### src/core/pwm16_pkg.sv
// Purpose: Constants shared by the dual-slope PWM timer.
// Assumes: 16-bit count, register port with 3-bit word address.
// Notes:   Offsets and field positions are local to this block.
package pwm16_pkg;
    localparam int CLK_PERIOD_NS = 5;
    localparam int ADDR_W        = 3;
    localparam int DATA_W        = 16;
    // Register word addresses.
    localparam logic [2:0] OFS_CTRL    = 3'h0;
    localparam logic [2:0] OFS_MATCH_A = 3'h1;
    localparam logic [2:0] OFS_MATCH_B = 3'h2;
    localparam logic [2:0] OFS_CAPTOP  = 3'h3;
    localparam logic [2:0] OFS_COUNT   = 3'h4;
    localparam logic [2:0] OFS_FLAGS   = 3'h5;
    localparam logic [2:0] OFS_DIR     = 3'h6;
    // Control field positions.
    localparam int CTRL_MODE_LSB = 0;
    localparam int CTRL_COMA_LSB = 4;
    localparam int CTRL_COMB_LSB = 6;
    localparam int CTRL_CSEL_LSB = 8;
    localparam int CTRL_W        = 11;
    // Flag bit positions.
    localparam int FLG_OVF = 0;
    localparam int FLG_MA  = 1;
    localparam int FLG_MB  = 2;
    localparam int FLG_CAP = 3;
    // Waveform modes.
    localparam logic [3:0] MODE_PC8   = 4'h1;
    localparam logic [3:0] MODE_PC9   = 4'h2;
    localparam logic [3:0] MODE_PC10  = 4'h3;
    localparam logic [3:0] MODE_PFC_C = 4'h8;
    localparam logic [3:0] MODE_PFC_A = 4'h9;
    localparam logic [3:0] MODE_PC_C  = 4'ha;
    localparam logic [3:0] MODE_PC_A  = 4'hb;
    localparam logic [3:0] MODE_FST_C = 4'he;
    localparam logic [3:0] MODE_FST_A = 4'hf;
    // Fixed tops and masks.
    localparam logic [15:0] TOP8  = 16'h00ff;
    localparam logic [15:0] TOP9  = 16'h01ff;
    localparam logic [15:0] TOP10 = 16'h03ff;
    localparam logic [15:0] MAXV  = 16'hffff;
    // Output modes.
    localparam logic [1:0] COM_OFF  = 2'h0;
    localparam logic [1:0] COM_TOG  = 2'h1;
    localparam logic [1:0] COM_NINV = 2'h2;
    localparam logic [1:0] COM_INV  = 2'h3;
    // Prescaler masks for factors 8, 64, 256, 1024.
    localparam logic [9:0] PRE_M8    = 10'h007;
    localparam logic [9:0] PRE_M64   = 10'h03f;
    localparam logic [9:0] PRE_M256  = 10'h0ff;
    localparam logic [9:0] PRE_M1024 = 10'h3ff;
    typedef enum logic [1:0] {
        DIR_UP   = 2'b01,
        DIR_DOWN = 2'b10
    } dir_t;
endpackage

### src/core/timer16_dual_slope_pwm.sv
// Purpose: Dual-slope and fast PWM part of a 16-bit timer.
// Assumes: All inputs synchronous to clk_sys_i (200 MHz).
// Notes:   Channel 0 is A, channel 1 is B.
`timescale 1ns/1ps
`default_nettype none
module timer16_dual_slope_pwm (
    // Clock and reset
    input  wire logic        clk_sys_i,
    input  wire logic        rst_b_i,
    // Register port
    input  wire logic [2:0]  addr_i,
    input  wire logic [15:0] wr_data_i,
    input  wire logic        wr_i,
    input  wire logic        rd_i,
    output logic      [15:0] rd_data_o,
    // Compare pins
    output logic      [1:0]  wave_out_chan_o,
    output logic      [1:0]  wave_oe_chan_o
);
    ////////////////////////////////////////////////////////////
    logic [10:0]       ctrl;
    logic [15:0]       match_buf [2];
    logic [15:0]       match_act [2];
    logic [15:0]       capture_top_value;
    logic [15:0]       count_value;
    logic [3:0]        flags;
    logic [1:0]        pin_direction_bit;
    logic [1:0]        wave;
    logic [9:0]        pre_cnt;
    pwm16_pkg::dir_t   dir;
    logic [3:0]        waveform_mode_select;
    logic [1:0]        output_mode_chan [2];
    logic [2:0]        clk_sel;
    logic              tick;
    logic              mode_pc;
    logic              mode_pfc;
    logic              mode_fast;
    logic              dual;
    logic              buffered;
    logic              top_cap;
    logic [15:0]       top;
    logic [15:0]       wmask;
    logic              at_top;
    logic              at_bot;
    logic              load_evt;
    logic              eff_up;
    logic              cnt_wr;
    logic [1:0]        hit;
    logic [3:0]        next_set;

    assign waveform_mode_select = ctrl[pwm16_pkg::CTRL_MODE_LSB +: 4];
    assign output_mode_chan[0]  = ctrl[pwm16_pkg::CTRL_COMA_LSB +: 2];
    assign output_mode_chan[1]  = ctrl[pwm16_pkg::CTRL_COMB_LSB +: 2];
    assign clk_sel              = ctrl[pwm16_pkg::CTRL_CSEL_LSB +: 3];

    ////////////////////////////////////////////////////////////
    // Mode decode and top selection.
    always_comb begin
        mode_pc   = 1'b0;
        mode_pfc  = 1'b0;
        mode_fast = 1'b0;
        top_cap   = 1'b0;
        top       = pwm16_pkg::MAXV;
        wmask     = pwm16_pkg::MAXV;
        case (waveform_mode_select)
            pwm16_pkg::MODE_PC8: begin
                mode_pc = 1'b1;
                top     = pwm16_pkg::TOP8;
                wmask   = pwm16_pkg::TOP8;
            end
            pwm16_pkg::MODE_PC9: begin
                mode_pc = 1'b1;
                top     = pwm16_pkg::TOP9;
                wmask   = pwm16_pkg::TOP9;
            end
            pwm16_pkg::MODE_PC10: begin
                mode_pc = 1'b1;
                top     = pwm16_pkg::TOP10;
                wmask   = pwm16_pkg::TOP10;
            end
            pwm16_pkg::MODE_PC_C: begin
                mode_pc = 1'b1;
                top_cap = 1'b1;
                top     = capture_top_value;
            end
            pwm16_pkg::MODE_PC_A: begin
                mode_pc = 1'b1;
                top     = match_act[0];
            end
            pwm16_pkg::MODE_PFC_C: begin
                mode_pfc = 1'b1;
                top_cap  = 1'b1;
                top      = capture_top_value;
            end
            pwm16_pkg::MODE_PFC_A: begin
                mode_pfc = 1'b1;
                top      = match_act[0];
            end
            pwm16_pkg::MODE_FST_C: begin
                mode_fast = 1'b1;
                top_cap   = 1'b1;
                top       = capture_top_value;
            end
            pwm16_pkg::MODE_FST_A: begin
                mode_fast = 1'b1;
                top       = match_act[0];
            end
            default: begin
                top = pwm16_pkg::MAXV;
            end
        endcase
    end

    assign dual     = mode_pc | mode_pfc;
    assign buffered = dual | mode_fast;
    assign at_top   = tick && (count_value == top);
    assign at_bot   = tick && dual && (count_value == 16'h0000);
    // Phase correct loads at top, the other dual mode at bottom.
    assign load_evt = (mode_pfc ? at_bot : at_top) && buffered;
    // Bottom counts as rising and top as falling, so the extreme match
    // values give a steady level instead of a one-tick glitch.
    assign eff_up   = (count_value == 16'h0000) ||
                      (dir == pwm16_pkg::DIR_UP && count_value != top);
    assign cnt_wr   = wr_i && (addr_i == pwm16_pkg::OFS_COUNT);
    assign hit[0]   = tick && (count_value == match_act[0]);
    assign hit[1]   = tick && (count_value == match_act[1]);

    ////////////////////////////////////////////////////////////
    // Prescaler, free running; a select of zero stops the timer.
    always_ff @(posedge clk_sys_i or negedge rst_b_i) begin
        if (!rst_b_i) begin
            pre_cnt <= 10'h000;
        end else begin
            pre_cnt <= pre_cnt + 10'h001;
        end
    end

    always_comb begin
        case (clk_sel)
            3'h1:    tick = 1'b1;
            3'h2:    tick = (pre_cnt & pwm16_pkg::PRE_M8) == pwm16_pkg::PRE_M8;
            3'h3:    tick = (pre_cnt & pwm16_pkg::PRE_M64) == pwm16_pkg::PRE_M64;
            3'h4:    tick = (pre_cnt & pwm16_pkg::PRE_M256) == pwm16_pkg::PRE_M256;
            3'h5:    tick = pre_cnt == pwm16_pkg::PRE_M1024;
            default: tick = 1'b0;
        endcase
    end
    ////////////////////////////////////////////////////////////
    // Counter and direction.
    always_ff @(posedge clk_sys_i or negedge rst_b_i) begin
        if (!rst_b_i) begin
            count_value <= 16'h0000;
            dir         <= pwm16_pkg::DIR_UP;
        end else if (cnt_wr) begin
            count_value <= wr_data_i;
        end else if (tick) begin
            if (dual) begin
                case (dir)
                    pwm16_pkg::DIR_UP: begin
                        if (count_value == top) begin
                            dir         <= pwm16_pkg::DIR_DOWN;
                            count_value <= count_value - 16'h0001;
                        end else begin
                            count_value <= count_value + 16'h0001;
                        end
                    end
                    pwm16_pkg::DIR_DOWN: begin
                        if (count_value == 16'h0000) begin
                            dir         <= pwm16_pkg::DIR_UP;
                            count_value <= 16'h0001;
                        end else begin
                            count_value <= count_value - 16'h0001;
                        end
                    end
                    default: begin
                        dir <= pwm16_pkg::DIR_UP;
                    end
                endcase
            end else if (mode_fast && count_value == top) begin
                count_value <= 16'h0000;
                dir         <= pwm16_pkg::DIR_UP;
            end else begin
                count_value <= count_value + 16'h0001;
                dir         <= pwm16_pkg::DIR_UP;
            end
        end
    end

    ////////////////////////////////////////////////////////////
    // Control, capture top and pin direction registers.
    always_ff @(posedge clk_sys_i or negedge rst_b_i) begin
        if (!rst_b_i) begin
            ctrl              <= 11'h000;
            capture_top_value <= 16'h0000;
            pin_direction_bit <= 2'h0;
        end else if (wr_i) begin
            case (addr_i)
                pwm16_pkg::OFS_CTRL:   ctrl <= wr_data_i[10:0];
                pwm16_pkg::OFS_CAPTOP: capture_top_value <= wr_data_i;
                pwm16_pkg::OFS_DIR:    pin_direction_bit <= wr_data_i[1:0];
                default:               ctrl <= ctrl;
            endcase
        end
    end

    ////////////////////////////////////////////////////////////
    // Match buffers; without a PWM mode the active value follows
    // the write at once, which can skip a match mid-period.
    always_ff @(posedge clk_sys_i or negedge rst_b_i) begin
        if (!rst_b_i) begin
            for (int i = 0; i < 2; i++) begin
                match_buf[i] <= 16'h0000;
                match_act[i] <= 16'h0000;
            end
        end else begin
            for (int i = 0; i < 2; i++) begin
                if (wr_i && addr_i == (pwm16_pkg::OFS_MATCH_A + 3'(i))) begin
                    match_buf[i] <= wr_data_i & wmask;
                    if (!buffered) begin
                        match_act[i] <= wr_data_i & wmask;
                    end
                end
                if (load_evt) begin
                    match_act[i] <= match_buf[i];
                end
            end
        end
    end

    ////////////////////////////////////////////////////////////
    // Flags; a set in the same cycle as a clear wins.
    always_comb begin
        next_set          = 4'h0;
        next_set[pwm16_pkg::FLG_OVF] = mode_pc ? at_bot :
                                       mode_pfc ? at_bot :
                                       at_top;
        next_set[pwm16_pkg::FLG_MA]  = hit[0];
        next_set[pwm16_pkg::FLG_MB]  = hit[1];
        next_set[pwm16_pkg::FLG_CAP] = at_top && top_cap;
    end

    always_ff @(posedge clk_sys_i or negedge rst_b_i) begin
        if (!rst_b_i) begin
            flags <= 4'h0;
        end else if (wr_i && addr_i == pwm16_pkg::OFS_FLAGS) begin
            flags <= (flags & ~wr_data_i[3:0]) | next_set;
        end else begin
            flags <= flags | next_set;
        end
    end

    ////////////////////////////////////////////////////////////
    // Waveform generation per channel.
    always_ff @(posedge clk_sys_i or negedge rst_b_i) begin
        if (!rst_b_i) begin
            wave <= 2'h0;
        end else begin
            for (int i = 0; i < 2; i++) begin
                if (dual && hit[i]) begin
                    case (output_mode_chan[i])
                        pwm16_pkg::COM_NINV: wave[i] <= ~eff_up;
                        pwm16_pkg::COM_INV:  wave[i] <= eff_up;
                        pwm16_pkg::COM_TOG: begin
                            if (i == 0 && (waveform_mode_select == pwm16_pkg::MODE_PC_A ||
                                           waveform_mode_select == pwm16_pkg::MODE_PFC_A)) begin
                                wave[i] <= ~wave[i];
                            end
                        end
                        default: wave[i] <= wave[i];
                    endcase
                end else if (mode_fast) begin
                    case (output_mode_chan[i])
                        pwm16_pkg::COM_TOG: begin
                            if (i == 0 && hit[i]) begin
                                wave[i] <= ~wave[i];
                            end
                        end
                        pwm16_pkg::COM_NINV: begin
                            if (at_top) begin
                                wave[i] <= 1'b1;
                            end else if (hit[i]) begin
                                wave[i] <= 1'b0;
                            end
                        end
                        pwm16_pkg::COM_INV: begin
                            if (at_top) begin
                                wave[i] <= 1'b0;
                            end else if (hit[i]) begin
                                wave[i] <= 1'b1;
                            end
                        end
                        default: wave[i] <= wave[i];
                    endcase
                end
            end
        end
    end

    ////////////////////////////////////////////////////////////
    // Pins and read data.
    always_ff @(posedge clk_sys_i or negedge rst_b_i) begin
        if (!rst_b_i) begin
            wave_out_chan_o <= 2'h0;
            wave_oe_chan_o  <= 2'h0;
        end else begin
            for (int i = 0; i < 2; i++) begin
                wave_out_chan_o[i] <= wave[i] && pin_direction_bit[i] &&
                                      output_mode_chan[i] != pwm16_pkg::COM_OFF;
                wave_oe_chan_o[i]  <= pin_direction_bit[i];
            end
        end
    end

    always_ff @(posedge clk_sys_i or negedge rst_b_i) begin
        if (!rst_b_i) begin
            rd_data_o <= 16'h0000;
        end else if (rd_i) begin
            case (addr_i)
                pwm16_pkg::OFS_CTRL:    rd_data_o <= {5'h00, ctrl};
                pwm16_pkg::OFS_MATCH_A: rd_data_o <= match_buf[0];
                pwm16_pkg::OFS_MATCH_B: rd_data_o <= match_buf[1];
                pwm16_pkg::OFS_CAPTOP:  rd_data_o <= capture_top_value;
                pwm16_pkg::OFS_COUNT:   rd_data_o <= count_value;
                pwm16_pkg::OFS_FLAGS:   rd_data_o <= {12'h000, flags};
                pwm16_pkg::OFS_DIR:     rd_data_o <= {14'h0000, pin_direction_bit};
                default:                rd_data_o <= 16'h0000;
            endcase
        end else begin
            rd_data_o <= 16'h0000;
        end
    end

    ////////////////////////////////////////////////////////////
    // Checks.
    AST_FAST_TOGGLE: assert property (@(posedge clk_sys_i) disable iff (!rst_b_i)
        (mode_fast && output_mode_chan[0] == pwm16_pkg::COM_TOG && hit[0])
        |=> (wave[0] != $past(wave[0])))
        else $error("Fast toggle did not flip output A.");
    AST_MAX_FREQ: assert property (@(posedge clk_sys_i) disable iff (!rst_b_i)
        (tick && waveform_mode_select == pwm16_pkg::MODE_FST_A && match_act[0] == 16'h0000
         && count_value == 16'h0000 && !cnt_wr) |=> (count_value == 16'h0000))
        else $error("Zero top did not hold the count at zero.");
    AST_FAST_BUF: assert property (@(posedge clk_sys_i) disable iff (!rst_b_i)
        (mode_fast && !load_evt) |=> $stable(match_act[0]))
        else $error("Match A changed outside a load in fast mode.");
    AST_TOP_REVERSE: assert property (@(posedge clk_sys_i) disable iff (!rst_b_i)
        (tick && dual && dir == pwm16_pkg::DIR_UP && count_value == top && !cnt_wr)
        |=> (dir == pwm16_pkg::DIR_DOWN && count_value == $past(count_value) - 16'h0001))
        else $error("Count did not reverse after top.");
    AST_OVF_BOTTOM: assert property (@(posedge clk_sys_i) disable iff (!rst_b_i)
        (tick && mode_pc && count_value == 16'h0000) |=> flags[pwm16_pkg::FLG_OVF])
        else $error("Overflow flag missing at bottom.");
    AST_LOAD_TOP: assert property (@(posedge clk_sys_i) disable iff (!rst_b_i)
        (mode_pc && at_top) |=> (match_act[1] == $past(match_buf[1])))
        else $error("Buffer not loaded at top.");
    AST_LOAD_BOT: assert property (@(posedge clk_sys_i) disable iff (!rst_b_i)
        (mode_pfc && at_bot) |=> (match_act[1] == $past(match_buf[1]) && flags[pwm16_pkg::FLG_OVF]))
        else $error("Buffer or overflow missing at bottom.");
    AST_MASK: assert property (@(posedge clk_sys_i) disable iff (!rst_b_i)
        (wr_i && addr_i == pwm16_pkg::OFS_MATCH_B && waveform_mode_select == pwm16_pkg::MODE_PC8)
        |=> (match_buf[1][15:8] == 8'h00))
        else $error("Write not masked to fixed resolution.");
    AST_MATCH_FLAG: assert property (@(posedge clk_sys_i) disable iff (!rst_b_i)
        (tick && count_value == match_act[1]) |=> flags[pwm16_pkg::FLG_MB])
        else $error("Match flag B not set.");
    AST_PIN_DIR: assert property (@(posedge clk_sys_i) disable iff (!rst_b_i)
        (!pin_direction_bit[0]) |=> (!wave_out_chan_o[0] && !wave_oe_chan_o[0]))
        else $error("Pin A driven while set as input.");
    AST_NO_TICK: assert property (@(posedge clk_sys_i) disable iff (!rst_b_i)
        (!tick && !cnt_wr) |=> $stable(count_value))
        else $error("Count moved without a tick.");
endmodule // timer16_dual_slope_pwm
`default_nettype wire

### config.mk
export PLATFORM = sky130hd
export DESIGN_NAME = timer16_dual_slope_pwm
export DESIGN_NICKNAME = d
export VERILOG_FILES = /design/src/core/pwm16_pkg.sv /design/src/core/timer16_dual_slope_pwm.sv
export SDC_FILE = /design/constraint.sdc
export NUM_CORES = 1
export LEC_CHECK = 0
export ABC_CLOCK_PERIOD_IN_PS = 3650
export BUFFER_PORTS_ARGS = -buffer_cell sky130_fd_sc_hd__clkbuf_2
export CELL_PAD_IN_SITES_DETAIL_PLACEMENT = 1
export CELL_PAD_IN_SITES_GLOBAL_PLACEMENT = 1
export CORE_MARGIN = 2
export CORE_UTILIZATION = 40
export DETAILED_ROUTE_END_ITERATION = 16
export PLACE_DENSITY_LB_ADDON = 0.1
export SETUP_SLACK_MARGIN = 0.05
export SYNTH_ARGS = -nofsm -noshare
export SYNTH_HDL_FRONTEND = slang
export SYNTH_SLANG_ARGS = --single-unit
### constraint.sdc
create_clock -name clk_sys_i -period 3.65 [get_ports clk_sys_i]
set_input_delay 0.1825 -clock clk_sys_i [delete_from_list [all_inputs] [get_ports clk_sys_i]]
set_output_delay 0.1825 -clock clk_sys_i [all_outputs]
set_load 0.02 [all_outputs]
# After elaboration in Yosys (flattened, before gate mapping)
# Cells that the tools add are included.
# totals
regBits,147
latch_bits,0
ram_bits,0
mem_bits_ro,0
inputBits,23
out_inout_bits,20
memories,0
# classes
n_addsub,3
n_mul,0
div,0
order_cmp,0
n_eq_ne,45
shifts,0
muxes,46
bitwise,10
n_reduce_logical,46
# ops
operator,n
2-to-1 mux 16 bit,12
one-hot mux 16 bit (7 select lines),1
one-hot mux 16 bit (5 select lines),1
equality test 16 bit,3
one-hot mux 16 bit (3 select lines),1
one-hot mux 16 bit (2 select lines),1
equality test 4 bit (second input constant),6
2-to-1 mux 1 bit,20
logical AND 1 bit,19
equality test 3 bit (second input constant),6
adder 16 x 1 -> 16 bit (second input constant),1
bitwise AND 16 bit,1
zero test 16 bit,1
inequality test 16 bit,1
inequality test 4 bit (second input constant),4
nonzero test 2 bit,8
subtractor 16 x 1 -> 16 bit (second input constant),1
equality test 3 x 2 -> 1 bit (second input constant),4
AND reduction 2 bit,6
adder 10 x 1 -> 10 bit (second input constant),1
equality test 10 bit (second input constant),1
equality test 2 bit (second input constant),5
inequality test 3 bit (second input constant),3
equality test 4 x 2 -> 1 bit (second input constant),2
other kinds (27),41

# Logic depth before layout (Yosys ltp)
# logic_depth
depth_word,10
ltp_mapped,13
ltp_nobuf,11

# Worst setup path before layout
# No wires, ideal clock.
# synth_timing
path_kind,register to register
from,register count_value[0]
to,register count_value[8]
setup_ps,126
arrival_ps,3173
setup_slack_ps,351
path_stages_with_launch,13
path_buffers,1
synth_period_minus_slack_ps,3299
cell_sequence,dfrtp_1 clkbuf_1 inv_1 ha_1 or3b_1 or4_1 or4_1 nor3_1 nand2_1 nand2_1 or2_2 nor3_1 a311o_1
# synth_between
elab_chain_len,6
word_cells_on_any_way,12
# synth_rtl
element,line,source
from (decl),timer16_dual_slope_pwm.sv:25,logic [15:0] count_value;
from (signal assigned),timer16_dual_slope_pwm.sv:155,count_value <= wr_data_i;
from (signal assigned),timer16_dual_slope_pwm.sv:162,count_value <= count_value - 16'h0001;
from (signal assigned),timer16_dual_slope_pwm.sv:164,count_value <= count_value + 16'h0001;
subtractor 16 x 1 -> 16 bit (tied with other cells),"timer16_dual_slope_pwm.sv:162, timer16_dual_slope_pwm.sv:172",
2-to-1 mux 16 bit (tied with other cells),timer16_dual_slope_pwm.sv:168,if (count_value == 16'h0000) begin
one-hot mux 16 bit (2 select lines) / 2-to-1 mux 16 bit (equally long branches),"timer16_dual_slope_pwm.sv:158, timer16_dual_slope_pwm.sv:179",
2-to-1 mux 16 bit (*),timer16_dual_slope_pwm.sv:157,if (dual) begin
2-to-1 mux 16 bit (*),timer16_dual_slope_pwm.sv:156,end else if (tick) begin
2-to-1 mux 16 bit (*),timer16_dual_slope_pwm.sv:154,end else if (cnt_wr) begin
# Every way passes the cells marked *; elsewhere a longest branch is shown, timed or not. The select of a mux whose other input is x is not followed.
# A chain may end at the register's enable or synchronous reset.

# Worst setup path after layout
# layout_timing
from,register ctrl[3]
to,register match_act[8] (netlist name)
# layout_between
elab_chain_len,10
word_cells_on_any_way,34
# layout_rtl
element,line,source
from (decl),timer16_dual_slope_pwm.sv:21,logic [10:0] ctrl;
from (signal assigned),timer16_dual_slope_pwm.sv:198,pwm16_pkg::OFS_CTRL: ctrl <= wr_data_i[10:0];
from (signal assigned),timer16_dual_slope_pwm.sv:201,default: ctrl <= ctrl;
branches (longest 10 deep; another with one-hot mux 16 bit (5 select lines)),-,
"to (signal, indexed assignment)",timer16_dual_slope_pwm.sv:220,match_act[i] <= wr_data_i & wmask;
"to (signal, indexed assignment)",timer16_dual_slope_pwm.sv:224,match_act[i] <= match_buf[i];
to (decl),timer16_dual_slope_pwm.sv:23,logic [15:0] match_act [2];
# Parallel ways; which one is timed is not known. The select of a mux whose other input is x is not followed.

==> metrics.cfg <==
[logic_synthesis]
cell_type_with_the_highest_aggregate_area_in_the_netlist = dfrtp_1
most_used_standard_cell_by_instance_count_after_synthesis = dfrtp_1
post_synth_inst_count = 893
synth_area_per_cell_um2 = 9.84
synth.top_cells.by_count = dfrtp_1 (146), nand2_1 (87), mux2_2 (51), o21ai_0 (45), nor2_1 (44)
asyncSetResetFlopFracSynth = 1.00
synth_edf_count = 0
yosysUniqueCellTypes = 73
ys_seq_area_frac = 0.419
syn-cell-area_mm2 = 0.00878
yosysWarnings = 0
mappedNetlistNets = 922
ys_ff_latch = 147
synth.top_cells.by_area = dfrtp_1 (42%), mux2_2 (6.5%), nand2_1 (3.7%)
ys_dominant_reg_cell = dfrtp_1
synth_top_cell_area_share = 0.416

[drt]
drt_pass1_iterations = 5
drt-met1-wl_mm = 14.0
wl_mm = 31.6
vias_after_detailed_routing = 7548
route.met3.wl_mm = 1.47
route.detailed.vias_per_inst = 6.10
remaining_routing_drc_violations = 0
routed_wire_length_per_instance_um = 25.6
drt_antenna_net_count = 0
met2_length_mm = 15.2
top_layer_used = met4
number_of_design_rule_violations_left_by_the_first_detailed_router_iteration = 526

[worst_setup_path]
crit_path_end = match_act[8]
endpoint_kind = flop
cp-startpoint = ctrl[3]
worst_path_largest_cell_delay_ns = 0.55
cp_data_arrival_time_ns = 3.81
cp.required_ns = 3.97
reg2reg_setup_slack_ns = 0.16
critical_path.startpoint_type = flop
critPathKind = flop to flop
cp.buffers_inverters = 0
reg2reg_from = ctrl[3]
number_of_gates_on_the_worst_path_with_buffers_counted = 9
cp_cell_sequence = a21boi_1 > or2_1 > nor4b_1 > o32a_2 > and4bb_4 > nand2_4 > o41ai_4 > nor2_4 > a221o_1
slowest_stage_cell_on_the_critical_path = dfrtp_1
worstRegToRegCells = 9
worst-path-max-fanout = 16
worstReg2RegEnd = match_act[8]
cp_top_family = simple AND/OR/NAND/NOR gates

[clock_network]
cts.path.max_buffers = 2
ctsRootBufferMaster = clkbuf_16
cts_sinks = 147
tritoncts.num_buffers = 17
htreeDepth = 4
tritoncts_clock_tree = yes
worstSkewPairLatency_ns = 0.44
post-cts-setup-buffer-count = 0
clk_pin_slew_worst_paths_ns = 0.07

[finish]
final_nets = 973
layout-drive-gt1-share = 0.223
core_occupancy_in_the_finished_layout = 0.466
area_growth_syn_to_layout_pct = 15.1
number_of_filler_instances_in_the_final_layout = 2459
diodes_inserted = 0
post_route_insts_no_fill = 1237
fin_area_mm2 = 0.0101

[global_route]
first_global_vias = 8152
grt_max_degree = 89
overflow_left_after_global_routing = 0
antenna_found_initial = 0
wire_length_of_the_first_global_routing_pass_mm = 49.7
globalRouteTotalUtil = 0.279

[power]
finalPower_uw = 6670
share_comb_of_total_power = 0.331
total_switching_power_uw = 2620
cellLeakagePower_uw = 0.00453
power.share.clock = 0.283
seq_power_share = 0.386
power-per-cell-area_mw_per_mm2 = 660
power_report.internal_total_uw = 4050
power.switching_fraction = 0.393
max-vdd-ir-drop_uv = 313

[sta]
slew_viol_final = 0
min_cycle_time_layout_ns = 3.49
timing_worst_slew_pin_value_ns = 1.27
timing.final.hold_violations = 0
fin_worst_skew_ns = 0.0143
fmax_ghz = 0.287
min_period_over_period = 0.955
finalSetupViolations = 0
timing.slew.headroom = 0.153
grt_setup_unrepaired = no
final.setup.tns_ns = 0

[floorplan]
design.core.area_mm2 = 0.0217
floorplan.rows = 54
die_w_um = 152
dieArea_mm2 = 0.0232
top_level_ports = 43
chipHeight_um = 152
initial_utilization = 0.405

[placement]
post-place-cells = 1203
portBuffers = 42
place.detailed.hpwl_mm = 23.2
gp_congestion = 0.970
placed_area_mm2 = 0.00944

[flow_run]
max_capacitance_violation_total = 0

[outcome]
run_status = finished, final reports clean

[min_path]
worstHoldPathType = input pin to flop

[how the worst min path moves through the flow]
stage             startpoint                    end  cells past startpoint
6_report       wr_data_i[10]  capture_top_value[10]                      2
3_5_place_dp         rst_b_i             pre_cnt[7]                      1
2_1_floorplan        rst_b_i   capture_top_value[0]                      0
5_1_grt        wr_data_i[10]  capture_top_value[10]                      2
3_3_place_gp         rst_b_i             pre_cnt[9]                      1
4_1_cts         wr_data_i[9]   capture_top_value[9]                      2
[placed cells by master (no fill, tap or decap), types with 8 or more instances in the layout]
cell and n:
dfrtp_1 146, nand2_1 86, mux2_2 51, buf_4 51, o21ai_0 45, nor2_1 43
clkbuf_2 41, a21oi_1 33, xnor2_1 31, a21o_1 30, nand3_1 27, a22o_1 27
nor3_1 27, xor2_1 25, nor2b_1 21, mux2i_1 19, clkbuf_16 17, inv_1 16
nand4_1 13, mux4_2 11, and2_1 10, o211ai_1 10, nor4_1 9, nand2b_1 8
[cell type report]
cell class,count,area (um2),area share
Clock inverter,14,185,0.0183
Clock buffer,18,439,0.0434
Inverter,16,60.1,0.00594
Sequential cell,147,3680,0.364
Timing Repair Buffer,95,619,0.0613
Multi-Input combinational cell,667,4780,0.472
Tap cell,280,350,0.0347
[per-layer routing]
layer | GRT usage | vias to the layer above
li1 | - | 3386
met1 | 0.377 | 3902
met2 | 0.453 | 201
met3 | 0.0484 | 59
met4 | 0.101 | 0
met5 | 0 | -
[power groups by stage]
stage | Sequential [uW] | Combinational (uW) | Clock (uW)
6_report | 2570 | 2210 | 1890
5_1_grt | 2620 | 2400 | 1980
4_1_cts | 2550 | 2200 | 1910
3_5_place_dp | 2580 | 2170 | 0
3_3_place_gp | 2560 | 2120 | 0
2_1_floorplan | 2300 | 1580 | 0
[state kept, by name (all words and copies together), names as in the netlist, 4 cells and up]
signal	flops
match_act	32
match_buf	32
count_value	16
rd_data_o	16
capture_top_value	16
pre_cnt	10
flags	4
ctrl	11
[metrics by stage]
step,hold slack (ns),setup WS (ns)
2_1_floorplan,-0.113,0.351
3_3_place_gp,0.343,0.0168
3_5_place_dp,0.352,0.0782
4_1_cts,0.108,0.163
5_1_grt,0.124,0.0513
6_report,0.112,0.164
[cell families after synthesis]
| logic type | share of synthesized area |
|---|---|
| adder cells (fa/ha/maj) | 0.00969 |
| AO/OA/AOI/OAI | 0.179 |
| AND/OR/NAND/NOR | 0.178 |
| multiplexers | 0.118 |
| flip-flops | 0.419 |
| XOR/XNOR | 0.0558 |
| buffers and inverters | 0.0406 |
[timing repair]
item,in CTS,in global routing
hold buffers,2,0
hold endpoints to repair,86,0
setup endpoints to repair,1,5
gates resized for setup,1,5
(Power assumes the default switching activity.)
